**config.mk**
```make
export PLATFORM = sky130hd
export DESIGN_NAME = flash_status_poller
export DESIGN_NICKNAME = d
export VERILOG_FILES = /design/src/pkg/flash_poll_pkg.sv /design/src/verilog/flash_bus_cycle.sv /design/src/verilog/flash_status_poller.sv
export SDC_FILE = /design/constraint.sdc
export NUM_CORES = 1
export LEC_CHECK = 0
export BUFFER_PORTS_ARGS = -buffer_cell sky130_fd_sc_hd__buf_2
export CORE_MARGIN = 3
export CORE_UTILIZATION = 30
export DETAILED_ROUTE_END_ITERATION = 10
export SETUP_SLACK_MARGIN = 0.4
export SLEW_MARGIN = 40
export SYNTH_ARGS = -nofsm -noshare
export SYNTH_HDL_FRONTEND = slang
export SYNTH_SLANG_ARGS = --single-unit
```
**constraint.sdc**
```tcl
create_clock -name clk_i -period 2.19 [get_ports clk_i]
set_input_delay 0.219 -clock clk_i [delete_from_list [all_inputs] [get_ports clk_i]]
set_output_delay 0.219 -clock clk_i [all_outputs]
set_load 0.03 [all_outputs]
```
**src/pkg/flash_poll_pkg.sv**
```systemverilog
package flash_poll_pkg;

    // ----------------------------------------------------------------
    // Timing
    // ----------------------------------------------------------------
    localparam int CLK_PERIOD_NS = 10;
    localparam int STROBE_NS = 70;
    localparam int RECOVER_NS = 20;
    localparam int STROBE_CYC = (STROBE_NS + CLK_PERIOD_NS - 1) / CLK_PERIOD_NS;
    localparam int RECOVER_CYC =
        (RECOVER_NS + CLK_PERIOD_NS - 1) / CLK_PERIOD_NS;
    localparam logic [3:0] STROBE_LOAD = 4'(STROBE_CYC - 1);
    localparam logic [3:0] RECOVER_LOAD = 4'(RECOVER_CYC - 1);

    // ----------------------------------------------------------------
    // Flash bus widths and status bit positions
    // ----------------------------------------------------------------
    localparam int ADDR_W = 18;
    localparam int DQ_W = 16;
    localparam int POLL_STATUS_BIT = 7;
    localparam int TOGGLE_ONE_BIT = 6;
    localparam int TIMEOUT_FAIL_BIT = 5;
    localparam int ERASE_WINDOW_BIT = 3;
    localparam int TOGGLE_TWO_BIT = 2;
    localparam logic [DQ_W-1:0] RESET_CMD = 16'h00F0;

    // ----------------------------------------------------------------
    // Software register map
    // ----------------------------------------------------------------
    localparam logic [7:0] REG_CTRL = 8'h00;
    localparam logic [7:0] REG_ADDR = 8'h04;
    localparam logic [7:0] REG_WDATA = 8'h08;
    localparam logic [7:0] REG_STATUS = 8'h0C;
    localparam logic [7:0] REG_RDATA = 8'h10;
    localparam int CTL_DATA_POLL = 0;
    localparam int CTL_TOGGLE_POLL = 1;
    localparam int CTL_READ = 2;
    localparam int CTL_WRITE = 3;
    localparam int CTL_RESET = 4;
    localparam int CTL_ABORT = 5;
    localparam int STAT_BUSY = 0;
    localparam int STAT_DONE = 1;
    localparam int STAT_PASS = 2;
    localparam int STAT_FAIL = 3;
    localparam int STAT_WINDOW = 4;

    // ----------------------------------------------------------------
    // Carriers
    // ----------------------------------------------------------------
    typedef struct packed {
        logic ce_b;
        logic oe_b;
        logic we_b;
        logic [ADDR_W-1:0] addr;
        logic [DQ_W-1:0] dq;
        logic dq_oe;
    } flash_pins_s;

    typedef struct packed {
        logic rd;
        logic wr;
        logic [ADDR_W-1:0] addr;
        logic [DQ_W-1:0] data;
    } cyc_req_s;

    localparam flash_pins_s PINS_IDLE = '{1'b1, 1'b1, 1'b1, '0, '0, 1'b0};

endpackage : flash_poll_pkg

```
**src/verilog/flash_bus_cycle.sv**
```systemverilog
`timescale 1ns/100ps
module flash_bus_cycle import flash_poll_pkg::*; (
    // Clock and reset
    input wire logic clk_i,
    input wire logic rst_b_i,
    // Cycle request
    input wire cyc_req_s req_i,
    output logic done_o,
    output logic [DQ_W-1:0] rdata_o,
    // Flash pins
    input wire logic [DQ_W-1:0] dq_i,
    output flash_pins_s pins_o
);

    typedef enum logic [1:0] {C_IDLE, C_SETUP, C_STROBE, C_RECOVER} cyc_e;

    typedef struct packed {
        cyc_e st;
        logic [3:0] cnt;
        logic is_wr;
        flash_pins_s pins;
        logic done;
        logic [DQ_W-1:0] rdata;
    } cyc_state_s;

    localparam cyc_state_s CYC_RST = '{C_IDLE, 4'h0, 1'b0, PINS_IDLE, 1'b0,
                                       16'h0000};

    cyc_state_s s;
    cyc_state_s next_s;

    // ----------------------------------------------------------------
    // One bus cycle: chip select frames every strobe
    // ----------------------------------------------------------------
    always_comb begin
        next_s = s;
        next_s.done = 1'b0;
        case (s.st)
            C_IDLE: begin
                if (req_i.rd || req_i.wr) begin
                    next_s.pins.ce_b = 1'b0;
                    next_s.pins.addr = req_i.addr;
                    next_s.pins.dq = req_i.data;
                    next_s.pins.dq_oe = req_i.wr;
                    next_s.is_wr = req_i.wr;
                    next_s.st = C_SETUP;
                end
            end
            C_SETUP: begin
                // Each read gets its own falling output enable
                if (s.is_wr) begin
                    next_s.pins.we_b = 1'b0;
                end else begin
                    next_s.pins.oe_b = 1'b0;
                end
                next_s.cnt = STROBE_LOAD;
                next_s.st = C_STROBE;
            end
            C_STROBE: begin
                if (s.cnt == 4'h0) begin
                    // Sample at the end so a late status flip has settled
                    if (!s.is_wr) begin
                        next_s.rdata = dq_i;
                    end
                    next_s.pins.oe_b = 1'b1;
                    next_s.pins.we_b = 1'b1;
                    next_s.cnt = RECOVER_LOAD;
                    next_s.st = C_RECOVER;
                end else begin
                    next_s.cnt = s.cnt - 4'h1;
                end
            end
            default: begin
                if (s.cnt == 4'h0) begin
                    next_s.pins.ce_b = 1'b1;
                    next_s.pins.dq_oe = 1'b0;
                    next_s.done = 1'b1;
                    next_s.st = C_IDLE;
                end else begin
                    next_s.cnt = s.cnt - 4'h1;
                end
            end
        endcase
    end

    // State register
    always_ff @(posedge clk_i or negedge rst_b_i) begin
        if (!rst_b_i) begin
            s <= CYC_RST;
        end else begin
            s <= next_s;
        end
    end

    assign pins_o = s.pins;
    assign done_o = s.done;
    assign rdata_o = s.rdata;
endmodule : flash_bus_cycle

```
**src/verilog/flash_status_poller.sv**
```systemverilog
`timescale 1ns/100ps
// Notes on behaviour
// - Erase polling uses unprotected erasing sector address
// - Reread after poll match for full byte
// - Non-blank program locks; host sends reset
// - Check erase window around added erase commands
// - Two reads compared detect toggle completion
// - Toggling with fail bit: recheck, then reset
// - Resumed monitoring restarts from first step
module flash_status_poller import flash_poll_pkg::*; (
    // Clock and reset
    input wire logic clk_i,
    input wire logic rst_b_i,
    // Software register port
    input wire logic [7:0] reg_addr_i,
    input wire logic [31:0] reg_wdata_i,
    input wire logic reg_wr_i,
    input wire logic reg_rd_i,
    output logic [31:0] reg_rdata_o,
    // Flash pins
    output logic ce_b_o,
    output logic oe_b_o,
    output logic we_b_o,
    output logic [ADDR_W-1:0] addr_o,
    input wire logic [DQ_W-1:0] dq_i,
    output logic [DQ_W-1:0] dq_o,
    output logic dq_oe_o
);

    typedef enum logic [1:0] {P_IDLE, P_WAIT, P_DRAIN} phase_e;
    typedef enum logic [2:0] {A_DATA, A_TOGGLE, A_READ, A_WRITE, A_RESET} algo_e;

    typedef struct packed {
        phase_e phase;
        algo_e algo;
        logic [1:0] step;
        logic [7:0] first;
        logic [ADDR_W-1:0] addr;
        logic [DQ_W-1:0] wdata;
        logic [DQ_W-1:0] rdata;
        cyc_req_s req;
        logic busy;
        logic done;
        logic pass;
        logic fail;
        logic window;
        logic [31:0] reg_rdata;
    } poll_state_s;

    poll_state_s s;
    poll_state_s next_s;
    flash_pins_s pins;
    logic cyc_done;
    logic [DQ_W-1:0] cyc_rdata;
    logic [7:0] d;
    logic ctl_wr;

    assign d = cyc_rdata[7:0];
    assign ctl_wr = reg_wr_i && (reg_addr_i == REG_CTRL);

    // ----------------------------------------------------------------
    // Register port and polling sequencer
    // ----------------------------------------------------------------
    always_comb begin
        next_s = s;
        next_s.req.rd = 1'b0;
        next_s.req.wr = 1'b0;
        next_s.reg_rdata = 32'h0000_0000;
        // Completed bus cycle: drop it when draining, else evaluate the status byte
        if (cyc_done && s.phase == P_DRAIN) begin
            next_s.phase = P_IDLE;
            next_s.busy = 1'b0;
        end else if (cyc_done && s.phase == P_WAIT) begin
            next_s.rdata = cyc_rdata;
            next_s.window = d[ERASE_WINDOW_BIT];
            case (s.algo)
                A_DATA: begin
                    // Erase expects 1 on the poll bit, program the data
                    if (s.step == 2'd2) begin
                        next_s.pass = 1'b1;
                    end else if (d[POLL_STATUS_BIT] ==
                                 s.wdata[POLL_STATUS_BIT]) begin
                        // Low bits may lag the poll bit: read again
                        next_s.step = 2'd2;
                        next_s.req.rd = 1'b1;
                    end else if (s.step == 2'd1) begin
                        next_s.fail = 1'b1;
                    end else if (d[TIMEOUT_FAIL_BIT]) begin
                        next_s.step = 2'd1;
                        next_s.req.rd = 1'b1;
                    end else begin
                        next_s.req.rd = 1'b1;
                    end
                end
                A_TOGGLE: begin
                    next_s.first = d;
                    if (s.step == 2'd2) begin
                        next_s.pass = 1'b1;
                    end else if (s.step == 2'd0) begin
                        next_s.step = 2'd1;
                        next_s.req.rd = 1'b1;
                    end else if (d[TOGGLE_ONE_BIT] ==
                                 s.first[TOGGLE_ONE_BIT]) begin
                        // Stopped toggling: next read is array data
                        next_s.step = 2'd2;
                        next_s.req.rd = 1'b1;
                    end else if (s.step == 2'd3) begin
                        next_s.fail = 1'b1;
                    end else if (d[TIMEOUT_FAIL_BIT]) begin
                        next_s.step = 2'd3;
                        next_s.req.rd = 1'b1;
                    end else begin
                        next_s.req.rd = 1'b1;
                    end
                end
                default: begin
                    next_s.pass = (s.algo != A_RESET);
                end
            endcase
            if (next_s.fail && !s.fail) begin
                // Locked algorithm only leaves through reset
                next_s.algo = A_RESET;
                next_s.req.wr = 1'b1;
                next_s.req.data = RESET_CMD;
            end else if (!next_s.req.rd) begin
                next_s.phase = P_IDLE;
                next_s.busy = 1'b0;
                next_s.done = 1'b1;
            end
        end
        // Software writes
        if (reg_wr_i) begin
            if (reg_addr_i == REG_ADDR) begin
                next_s.addr = reg_wdata_i[ADDR_W-1:0];
            end else if (reg_addr_i == REG_WDATA) begin
                next_s.wdata = reg_wdata_i[DQ_W-1:0];
            end else if (reg_addr_i == REG_CTRL) begin
                if (reg_wdata_i[CTL_ABORT]) begin
                    // A later start always begins at step zero
                    next_s.step = 2'd0;
                    next_s.req.rd = 1'b0;
                    next_s.req.wr = 1'b0;
                    // A cycle that ends in this very clock has nothing
                    // left to drain, so waiting for it would hang
                    if (s.phase == P_WAIT && !cyc_done) begin
                        next_s.phase = P_DRAIN;
                    end else if (s.phase == P_WAIT) begin
                        next_s.phase = P_IDLE;
                        next_s.busy = 1'b0;
                    end
                end else if (!s.busy &&
                             (|reg_wdata_i[CTL_RESET:CTL_DATA_POLL])) begin
                    next_s.busy = 1'b1;
                    next_s.done = 1'b0;
                    next_s.pass = 1'b0;
                    next_s.fail = 1'b0;
                    next_s.step = 2'd0;
                    next_s.phase = P_WAIT;
                    // Every poll read uses the software address
                    next_s.req.addr = s.addr;
                    next_s.req.data = s.wdata;
                    if (reg_wdata_i[CTL_DATA_POLL]) begin
                        next_s.algo = A_DATA;
                    end else if (reg_wdata_i[CTL_TOGGLE_POLL]) begin
                        next_s.algo = A_TOGGLE;
                    end else if (reg_wdata_i[CTL_READ]) begin
                        next_s.algo = A_READ;
                    end else if (reg_wdata_i[CTL_WRITE]) begin
                        next_s.algo = A_WRITE;
                    end else begin
                        next_s.algo = A_RESET;
                        next_s.req.data = RESET_CMD;
                    end
                    // Only the winning start bit chooses the cycle type
                    next_s.req.wr = (next_s.algo == A_WRITE)
                                    || (next_s.algo == A_RESET);
                    next_s.req.rd = !next_s.req.wr;
                end
            end
        end
        // Software reads, answered in the next cycle only
        if (reg_rd_i) begin
            if (reg_addr_i == REG_ADDR) begin
                next_s.reg_rdata[ADDR_W-1:0] = s.addr;
            end else if (reg_addr_i == REG_WDATA) begin
                next_s.reg_rdata[DQ_W-1:0] = s.wdata;
            end else if (reg_addr_i == REG_STATUS) begin
                next_s.reg_rdata[STAT_BUSY] = s.busy;
                next_s.reg_rdata[STAT_DONE] = s.done;
                next_s.reg_rdata[STAT_PASS] = s.pass;
                next_s.reg_rdata[STAT_FAIL] = s.fail;
                next_s.reg_rdata[STAT_WINDOW] = s.window;
            end else if (reg_addr_i == REG_RDATA) begin
                next_s.reg_rdata[DQ_W-1:0] = s.rdata;
            end
        end
    end

    // State register
    always_ff @(posedge clk_i or negedge rst_b_i) begin
        if (!rst_b_i) begin
            s <= '0;
        end else begin
            s <= next_s;
        end
    end

    // Bus cycle engine drives the pins from its own flops
    flash_bus_cycle u_cycle (
        .clk_i(clk_i),
        .rst_b_i(rst_b_i),
        .req_i(s.req),
        .done_o(cyc_done),
        .rdata_o(cyc_rdata),
        .dq_i(dq_i),
        .pins_o(pins)
    );

    assign ce_b_o = pins.ce_b;
    assign oe_b_o = pins.oe_b;
    assign we_b_o = pins.we_b;
    assign addr_o = pins.addr;
    assign dq_o = pins.dq;
    assign dq_oe_o = pins.dq_oe;
    assign reg_rdata_o = s.reg_rdata;
endmodule : flash_status_poller

```
==> flow_summary.toml, run 1 <==
[status]
run_status = "finished clean"

[synth]
yosys.area_share.xor_xnor_pct = 0.333
synth-adder-area-share_pct = 0.792
synth_simple_gate_area_share_pct = 11.4
synth_compound_gate_area_share_pct = 9.62
netlist_instances = 687
most_common_cell_in_the_synthesized_netlist = "sky130_fd_sc_hd__dfrtp_1"
synth_top_area_share_pct = 55.5
post_synth.cell_area_avg_sq_um = 11.5
synth_commonest_cells = "175 x sky130_fd_sc_hd__dfrtp_1, 116 x sky130_fd_sc_hd__nand2_1, 67 x sky130_fd_sc_hd__buf_4, 65 x sky130_fd_sc_hd__mux2_2, 28 x sky130_fd_sc_hd__o21ai_0"
synth_top_cell_by_area = "sky130_fd_sc_hd__dfrtp_1"
yosys_warnings = 0
count_of_flip_flops_with_a_built_in_enable_after_synthesis = 0
synthesized_area_sq_mm = 0.00790
yosysUniqueCellTypes = 54
seq_area_frac_synth_pct = 56.5
synth_top_family_by_area = "multiplexers"
ys_dominant_reg_cell = "sky130_fd_sc_hd__dfrtp_1"
synth-async-reset-ratio_pct = 100
synth-seq-cells = 178
post_synth_main_area_contributors = "sky130_fd_sc_hd__dfrtp_1 55%, sky130_fd_sc_hd__mux2_2 9.3%, sky130_fd_sc_hd__buf_4 6.4%"
synth.mux.area_fraction_pct = 12.6

[timing]
worstMarginPinSlew_ps = 542
max_clock_freq_mhz = 522
final_hold_violation_count = 0
worst_slack_ps = 273
final.min_clock_period_ps = 1920
setup_viol_count_final = 0
timing.final.crit_share_pct = 87.5
fin_worst_skew_ps = 11.8
max-slew-margin-rel_pct = 63.7
setup-tns-final_ps = 0
final-max-slew-violation-count = 0
rsz0062_at_grt = "yes"

[placement]
place.detailed.hpwl_mm = 13.1
routabilityCongestion = 0.859
io_buffer_count = 101
detailed_place.area_sq_mm = 0.00847
placement.setup.worst_slack_ps = 162

[layout]
syn_to_final_growth_pct = 18.0
design.final.nets = 828
area.sequential_sq_mm = 0.00446
ratio_of_cells_with_drive_above_1_in_the_final_layout_pct = 36.5
fillerInstances = 2550
finished_layout_cell_area_sq_mm = 0.00932
multi_input_area_sq_mm = 0.00290

[grt]
first_pass_grt_wire_length_mm = 29.2
grt_util_all_layers_pct = 13.1
grt_remaining_overflow = 0
grt_pass1_vias = 5231
antenna_found_initial = 4
grt_start_max_net_pins = 57

[routing]
number_of_search_and_repair_iterations_in_the_first_detailed_routing_pass = 5
drt.antenna.violating_nets = 0
wl_per_cell_um = 16.6
violation_count_after_the_first_detailed_routing_iteration = 256
wl_mm = 18.4
remaining_drc_errors = 0
viasPerCell = 4.67
dr_total_vias = 5178

[setup_path]
worst-endpoint-arrival_ps = 2230
path_buf_inv = 2
critPathMaxStageDelay_ps = 400
crit_path_max_fanout = 8
critical_path_required_ps = 2500
worst_setup_path_end_kind = "flip-flop"
criticalPathCategory = "reg2reg"
startpoint_type = "flip-flop"
crit_path_cell_trace = "inv_2, ha_4, or3b_4, or3_4, buf_12, mux2_2"
critPathTopFamily = "simple AND/OR/NAND/NOR gates"
timing.critical_path.slowest_stage_cell = "sky130_fd_sc_hd__or3_4"

[clock_network]
total_clock_buffers_created_by_cts = 17
worstSkewPairLatency_ps = 430
clock_path_buffers = 2
cts.root.buffer_cell = "sky130_fd_sc_hd__clkbuf_16"
htree_levels = 4
tritoncts_clock_tree = "yes"
cts.sinks = 178
cts.clk_slew.worst_paths_ps = 70

[power]
cellPowerDensity_mw_per_mm2 = 847
switchingPower_w = 0.00225
seq_power_share_pct = 45.7
switching_share_pct = 28.5
clock_power_share_pct = 38.9
vdd_ir_drop_max_mv = 0.469
p_leak_nw = 4.71
power.internal_w = 0.00564
comb_power_share_pct = 15.4

[floorplanning]
die_extent_in_y_um = 168
core.rowCount = 58
floorplan.initialDensity_pct = 30.9
floorplan.die.width_um = 168
io_pins = 130
fp.coreArea_sq_mm = 0.0255
fp.dieArea_sq_mm = 0.0283

[job]
max_cap_violations = 0

[hold_path]
timing.hold.worst.class = "in2reg"
[state kept, by name, indices dropped and copies added, names as in the netlist]
register,cells
s,98
u_cycle.pins_o,38
reg_rdata_o,18
u_cycle.rdata_o,16
u_cycle.s,7
u_cycle.done_o,1
[cells by family after synthesis]
| kind of cell | after synthesis |
|---|---|
| mux | 83 |
| fa+ha+maj | 5 |
| flops | 178 |
| simple gates | 197 |
| buf+inv | 109 |
| other cells | 1 |
| xor+xnor | 3 |
| compound gates | 111 |
[per-stage QoR]
stage | power, W | util [%] | hold slack [ps] | cells
3_5_place_dp | 0.00475 | 33.1 | 169 | 1059
5_1_grt | 0.00827 | 36.5 | 0.327 | 1108
6_report | 0.00789 | 36.5 | 15.2 | 1108
4_1_cts | 0.00792 | 36.0 | 1.84 | 1099
2_1_floorplan | 0.00434 | - | -76.6 | 700
3_3_place_gp | 0.00471 | 33.1 | 170 | 1059
[power groups by stage]
stage          Combinational (W)  Sequential [W]  Clock (W)
2_1_floorplan           0.000694         0.00365          0
3_5_place_dp             0.00109         0.00366          0
3_3_place_gp             0.00105         0.00366          0
4_1_cts                  0.00119         0.00360    0.00314
5_1_grt                  0.00137         0.00363    0.00327
6_report                 0.00122         0.00361    0.00307
[layout make-up]
type,count,share of cell area [%]
Clock inverter,14,1.75
Clock buffer,18,4.71
Tap cell,330,4.43
Multi-Input combinational cell,413,31.2
Antenna cell,2,0.0537
Inverter,15,0.604
Sequential cell,178,47.9
Timing Repair Buffer,138,9.44
[routing by layer]
| layer | track usage, % | vias to the layer above | part of all wire [%] |
|---|---|---|---|
| li1 | - | 2466 | - |
| met1 | 17.0 | 2580 | 45 |
| met2 | 21.8 | 102 | 50 |
| met3 | 2.75 | 26 | 2.8 |
| met4 | 4.77 | 4 | 2.2 |
| met5 | 0 | - | 0.076 |
[worst register-to-register path, stage by stage (launching register included)]
cell	delay (ps)
sky130_fd_sc_hd__dfrtp_1	390
sky130_fd_sc_hd__inv_2	80
sky130_fd_sc_hd__ha_4	130
sky130_fd_sc_hd__or3b_4	370
sky130_fd_sc_hd__or3_4	400
sky130_fd_sc_hd__buf_12	170
sky130_fd_sc_hd__mux2_2	270
[cells in the final DEF, fill, tap and decap left out, drive strengths merged, types with 4 or more instances in the layout]
cell type	netlist	final
inv	14	22
or3	4	4
mux2	81	81
ha	5	5
nor2	25	25
o22a	6	6
nor3	11	11
nor2b	12	12
and3	6	6
a22o	14	14
conb	1	14
nand2	117	117
clkbuf	12	18
a222oi	11	11
a31oi	4	4
clkinv	1	4
o22ai	6	6
o21ai	29	29
nand3	6	6
dfrtp	175	175
a21oi	26	26
buf	82	135
[path summary, 6_finish.rpt]
path                                                     start                               to  cells after the start  slack [ps]
max in group asynchronous                              rst_b_i                 s[133]$_DFF_PN0_                      3        1130
worst max register to register       u_cycle.s[57]$_DFFE_PN0P_   u_cycle.rdata_o[3]$_DFFE_PN0P_                      6         270
worst min register to register  u_cycle.rdata_o[4]$_DFFE_PN0P_                s[77]$_DFFE_PN0P_                      2         470
min in group asynchronous                              rst_b_i                s[66]$_DFFE_PN0P_                      2         290
worst min-delay path                                  dq_i[13]  u_cycle.rdata_o[13]$_DFFE_PN0P_                      2          20
worst max-delay path                 u_cycle.s[57]$_DFFE_PN0P_   u_cycle.rdata_o[3]$_DFFE_PN0P_                      6         270
[what timing repair did]
action                                  in CTS  in global routing
gates cloned                                 1                  0
endpoints found under the setup margin      36                 42
setup buffers                                4                  7
gates resized for setup                     15                 13
hold buffers                                 3                  0
pin swaps                                    1                  3
hold endpoints to repair                    43                  0
No activity file was read; power rests on OpenSTA's default activity.
==> run 2: changes to the inputs <==
==> constraint.sdc (replaced) <==
create_clock -name clk_i -period 2.49 [get_ports clk_i]
set_input_delay 0.249 -clock clk_i [delete_from_list [all_inputs] [get_ports clk_i]]
set_output_delay 0.249 -clock clk_i [all_outputs]
set_load 0.03 [all_outputs]
==> flow_summary.toml, run 2 (synthesis gave the netlist of run 1 again) <==
[routing]
wl_per_cell_um = 16.3
drt.antenna.violating_nets = 0
number_of_search_and_repair_iterations_in_the_first_detailed_routing_pass = 6
wl_mm = 17.7
violation_count_after_the_first_detailed_routing_iteration = 358
dr_total_vias = 5075
remaining_drc_errors = 0
viasPerCell = 4.66

[layout]
layout.cells.most_common = "sky130_fd_sc_hd__dfrtp_1"
largest_register_ff_count = 98
ratio_of_cells_with_drive_above_1_in_the_final_layout_pct = 32.8
syn_to_final_growth_pct = 14.2
final_cell_mix = "175 x sky130_fd_sc_hd__dfrtp_1, 116 x sky130_fd_sc_hd__nand2_1, 100 x sky130_fd_sc_hd__buf_2"
design.final.nets = 810
top_register_by_number_of_flip_flops = "s"
fillerInstances = 2547

[power]
power_w = 0.00669
clock_power_share_pct = 38.4
cellPowerDensity_mw_per_mm2 = 741
comb_power_share_pct = 14.2
p_leak_nw = 4.54
seq_power_share_pct = 47.4
vdd_ir_drop_max_mv = 0.431
switching_share_pct = 28.7
power.internal_w = 0.00477
switchingPower_w = 0.00192

[timing]
final.min_clock_period_ps = 1990
max_clock_freq_mhz = 504
max-slew-margin-rel_pct = 55.7
fin_worst_skew_ps = 10.5
worstMarginPinSlew_ps = 662
rsz0062_at_grt = "no"
worst_slack_ps = 504
setup-tns-final_ps = 0
final-max-slew-violation-count = 0
setup_viol_count_final = 0
final_hold_violation_count = 0
timing.final.crit_share_pct = 79.8

[floorplanning]
io_pins = 130
core.rowCount = 58
die_extent_in_y_um = 168
fp.coreArea_sq_mm = 0.0255
floorplan.initialDensity_pct = 30.9
fp.dieArea_sq_mm = 0.0283
floorplan.die.width_um = 168

[setup_path]
worst_setup_path_end_kind = "flip-flop"
regToRegStartpoint = "u_cycle.s[56]$_DFFE_PN0P_"
crit_path_start = "u_cycle.s[56]$_DFFE_PN0P_"
crit_path_max_fanout = 16
startpoint_type = "flip-flop"
critPathMaxStageDelay_ps = 390
timing.critical_path.slowest_stage_cell = "sky130_fd_sc_hd__dfrtp_1"
crit_path_cell_trace = "inv_1, ha_2, or3b_4, or3_1, buf_8, mux2_2"
criticalPathCategory = "reg2reg"
worst-endpoint-arrival_ps = 2300
critical_path_required_ps = 2810

[placement]
placement.setup.worst_slack_ps = 413
routabilityCongestion = 0.846
place.detailed.hpwl_mm = 13.1
io_buffer_count = 101

[clock_network]
cts.root.buffer_cell = "sky130_fd_sc_hd__clkbuf_16"
worstSkewPairLatency_ps = 430
cts.sinks = 178
htree_levels = 4
cts.clk_slew.worst_paths_ps = 70
tritoncts_clock_tree = "yes"
total_clock_buffers_created_by_cts = 17
clock_path_buffers = 2

[grt]
grt_util_all_layers_pct = 12.6
first_pass_grt_wire_length_mm = 28.1
antenna_found_initial = 2
grt_pass1_vias = 4988
grt_start_max_net_pins = 56
grt_remaining_overflow = 0

[status]
run_status = "finished clean"

[hold_path]
timing.hold.worst.class = "in2reg"
worst_hold_startpoint = "dq_i[2]"

[job]
max_cap_violations = 0
run 2: final timing paths:
check | end | slack, ps | depth (start not counted)
setup / recovery | u_cycle.rdata_o[5]$_DFFE_PN0P_ | 500 | 6
hold / removal | u_cycle.rdata_o[2]$_DFFE_PN0P_ | 40 | 2
setup reg to reg | u_cycle.rdata_o[5]$_DFFE_PN0P_ | 500 | 6
hold reg to reg | s[76]$_DFFE_PN0P_ | 460 | 2
max in group asynchronous | u_cycle.rdata_o[6]$_DFFE_PN0P_ | 1420 | 3
min in group asynchronous | u_cycle.pins_o[30]$_DFFE_PN0P_ | 320 | 2
run 2: final cells by class:
| class | count | area, sq um | share of cell area (%) |
|---|---|---|---|
| antenna | 1 | 2.50 | 0.0277 |
| clock buffer | 18 | 439 | 4.87 |
| clock inverter | 14 | 144 | 1.60 |
| multi-input combinational | 413 | 2820 | 31.2 |
| timing repair buffer | 120 | 689 | 7.64 |
| sequential | 178 | 4460 | 49.4 |
| inverter | 15 | 56.3 | 0.624 |
| tap | 330 | 413 | 4.58 |
run 2: power by group through the flow:
stage | Combinational, W | Sequential [W] | Clock [W]
floorplan | 0.000605 | 0.00321 | 0
global placement | 0.000884 | 0.00322 | 0
detailed placement | 0.000915 | 0.00322 | 0
CTS | 0.000918 | 0.00317 | 0.00264
global route | 0.00107 | 0.00318 | 0.00276
finish | 0.000949 | 0.00317 | 0.00257
run 2: repair_timing:
action | CTS | global route
hold endpoints to repair | 47 | 0
hold buffers | 1 | 0
gates resized for setup | 0 | 6
setup endpoints to repair | 0 | 22
buffers inserted | 0 | 1
run 2: stage by stage:
stage                     instance area, sq um  utilization (%)  std cells  hold slack (ps)
after floorplan                           7950                -        700            -46.6
after global placement                    8390             32.9       1054              228
after detailed placement                  8400             32.9       1054              226
after CTS                                 8990             35.2       1087             20.9
after global routing                      9020             35.3       1089             26.2
final                                     9020             35.3       1089             42.9
run 2: layer usage:
layer  part of all wire [%]  vias up  track usage, %
li1                       -     2423               -
met1                     45     2519            16.3
met2                     48      107            20.5
met3                    3.9       24            2.63
met4                    2.8        2            5.34
met5                  0.073        -               0
run 2: worst max-delay path: cells and delay by family, from the launching register on:
kind          cells  cell delay (ps)
simple gates      2              740
mux               1              270
buf+inv           2              270
fa+ha+maj         1              200
flops             1              390
==> run 3: changes to the inputs <==
==> constraint.sdc (replaced) <==
create_clock -name clk_i -period 1.8 [get_ports clk_i]
set_input_delay 0.18 -clock clk_i [delete_from_list [all_inputs] [get_ports clk_i]]
set_output_delay 0.18 -clock clk_i [all_outputs]
set_load 0.03 [all_outputs]
==> flow_summary.toml, run 3 (synthesis gave the netlist of run 1 again) <==
[setup_path]
startpoint_type = "flip-flop"
critical_path_required_ps = 2120
critPathTopFamily = "simple AND/OR/NAND/NOR gates"
crit_path_max_fanout = 16
critPathMaxStageDelay_ps = 400
criticalPathCategory = "reg2reg"
worst-endpoint-arrival_ps = 2230
crit_path_cell_trace = "inv_2, ha_4, or3b_4, or3_4, buf_12, mux2_2"
path_buf_inv = 2
worst_setup_path_end_kind = "flip-flop"
timing.critical_path.slowest_stage_cell = "sky130_fd_sc_hd__dfrtp_1"

[layout]
fillerInstances = 2416
ratio_of_cells_with_drive_above_1_in_the_final_layout_pct = 46.3
top_register_by_number_of_flip_flops = "s"
final_cell_mix = "174 x sky130_fd_sc_hd__dfrtp_1, 99 x sky130_fd_sc_hd__buf_2, 88 x sky130_fd_sc_hd__nand2_1"
finished_layout_cell_area_sq_mm = 0.0107
syn_to_final_growth_pct = 35.6
design.final.nets = 907
stdcell_count = 1185
antenna_cells = 0
largest_register_ff_count = 98
layout.cells.most_common = "sky130_fd_sc_hd__dfrtp_1"

[floorplanning]
die_extent_in_y_um = 168
floorplan.initialDensity_pct = 30.9
fp.coreArea_sq_mm = 0.0255
core.rowCount = 58
io_pins = 130
fp.dieArea_sq_mm = 0.0283
floorplan.die.width_um = 168

[timing]
worstMarginPinSlew_ps = 571
worst_slack_ps = -107
rsz0062_at_grt = "yes"
setup-tns-final_ps = -1710
final-max-slew-violation-count = 0
setup_viol_count_final = 18
max_clock_freq_mhz = 524
final_hold_violation_count = 0
fin_worst_skew_ps = 13.0
timing.final.crit_share_pct = 106
max-slew-margin-rel_pct = 61.6
final.min_clock_period_ps = 1910

[routing]
viasPerCell = 4.66
dr_total_vias = 5519
drt.antenna.violating_nets = 0
wl_per_cell_um = 16.5
violation_count_after_the_first_detailed_routing_iteration = 362
number_of_search_and_repair_iterations_in_the_first_detailed_routing_pass = 5
remaining_drc_errors = 0
wl_mm = 19.6

[clock_network]
total_clock_buffers_created_by_cts = 17
cts.clk_slew.worst_paths_ps = 80
cts.sinks = 178
clock_path_buffers = 2
cts.root.buffer_cell = "sky130_fd_sc_hd__clkbuf_16"
htree_levels = 4
worstSkewPairLatency_ps = 440
tritoncts_clock_tree = "yes"

[power]
vdd_ir_drop_max_mv = 0.681
seq_power_share_pct = 42.8
switchingPower_w = 0.00310
clock_power_share_pct = 35.3
power.internal_w = 0.00717
switching_share_pct = 30.2
comb_power_share_pct = 21.9
p_leak_nw = 5.49
cellPowerDensity_mw_per_mm2 = 959

[placement]
place.detailed.hpwl_mm = 13.4
placement.setup.worst_slack_ps = -122
detailed_place.area_sq_mm = 0.00891
routabilityCongestion = 0.838
io_buffer_count = 101
dp_cells = 1083

[grt]
grt_pass1_vias = 5679
antenna_found_initial = 0
grt_util_all_layers_pct = 13.8
grt_start_max_net_pins = 55
first_pass_grt_wire_length_mm = 31.0
grt_remaining_overflow = 0

[status]
run_status = "finished, violations left"
violations = "negative setup slack"

[hold_path]
timing.hold.worst.class = "in2reg"

[job]
max_cap_violations = 0
==> run 3: changes by cell type in the layout (fill, tap and decap cells not counted), sizes merged <==
cell         change
buf             +69
dlygate4sd3     +26
inv              +3
clkinvlp         -2
diode            -1
nor2             +1
==> run 3: power groups by stage <==
stage                     logic (W)  clock network, W  registers [W]
after floorplan            0.000952                 0        0.00445
after global placement      0.00149                 0        0.00445
after detailed placement    0.00152                 0        0.00445
after CTS                   0.00190           0.00372        0.00438
after global routing        0.00245           0.00386        0.00442
final                       0.00225           0.00362        0.00439
==> run 3: area by class of cell <==
type                       instances  area (sq um)  share of cell area, %
sequential                       178          4460                   41.6
clock inverter                    15           163                   1.52
tap                              330           413                   3.86
clock buffer                      17           425                   3.97
multi-input combinational        414          3440                   32.1
inverter                          15          57.6                  0.538
timing repair buffer             216          1750                   16.4
==> run 3: path summary, 6_finish.rpt <==
kind                                           startpoint                              to  slack (ps)  depth (start not counted)
hold / removal                             reg_wdata_i[9]              s[114]$_DFFE_PN0P_          20                          2
setup reg to reg                u_cycle.s[56]$_DFFE_PN0P_  u_cycle.rdata_o[4]$_DFFE_PN0P_        -110                          6
max in group asynchronous                         rst_b_i               s[93]$_DFFE_PN0P_         950                          3
min in group asynchronous                         rst_b_i       u_cycle.s[58]$_DFFE_PN0P_         200                          2
hold reg to reg            u_cycle.rdata_o[9]$_DFFE_PN0P_               s[82]$_DFFE_PN0P_         470                          2
setup / recovery                u_cycle.s[56]$_DFFE_PN0P_  u_cycle.rdata_o[4]$_DFFE_PN0P_        -110                          6
==> run 3: what timing repair did <==
item | 4_1_cts | 5_1_grt
resized for setup | 81 | 49
hold buffers | 27 | 0
pin swaps | 55 | 36
cloned | 4 | 1
endpoints found under the setup margin | 102 | 119
setup buffers | 26 | 12
hold endpoints to repair | 75 | 0
==> run 3: metrics by stage <==
stage               hold slack (ps)  utilization [%]  power (W)
finish                         23.6             41.9     0.0103
floorplan                      -116                -    0.00540
global route                   10.1             41.9     0.0107
global placement                108             34.9    0.00594
detailed placement              107             34.9    0.00597
CTS                            2.07             40.6     0.0100
==> run 3: per-layer routing <==
layer | global-route usage [%] | share of wire (%) | up-vias
met3 | 3.17 | 3.5 | 22
met5 | 0 | 0 | -
li1 | - | - | 2636
met1 | 17.6 | 44 | 2763
met4 | 4.34 | 1.5 | 0
met2 | 23.2 | 51 | 98
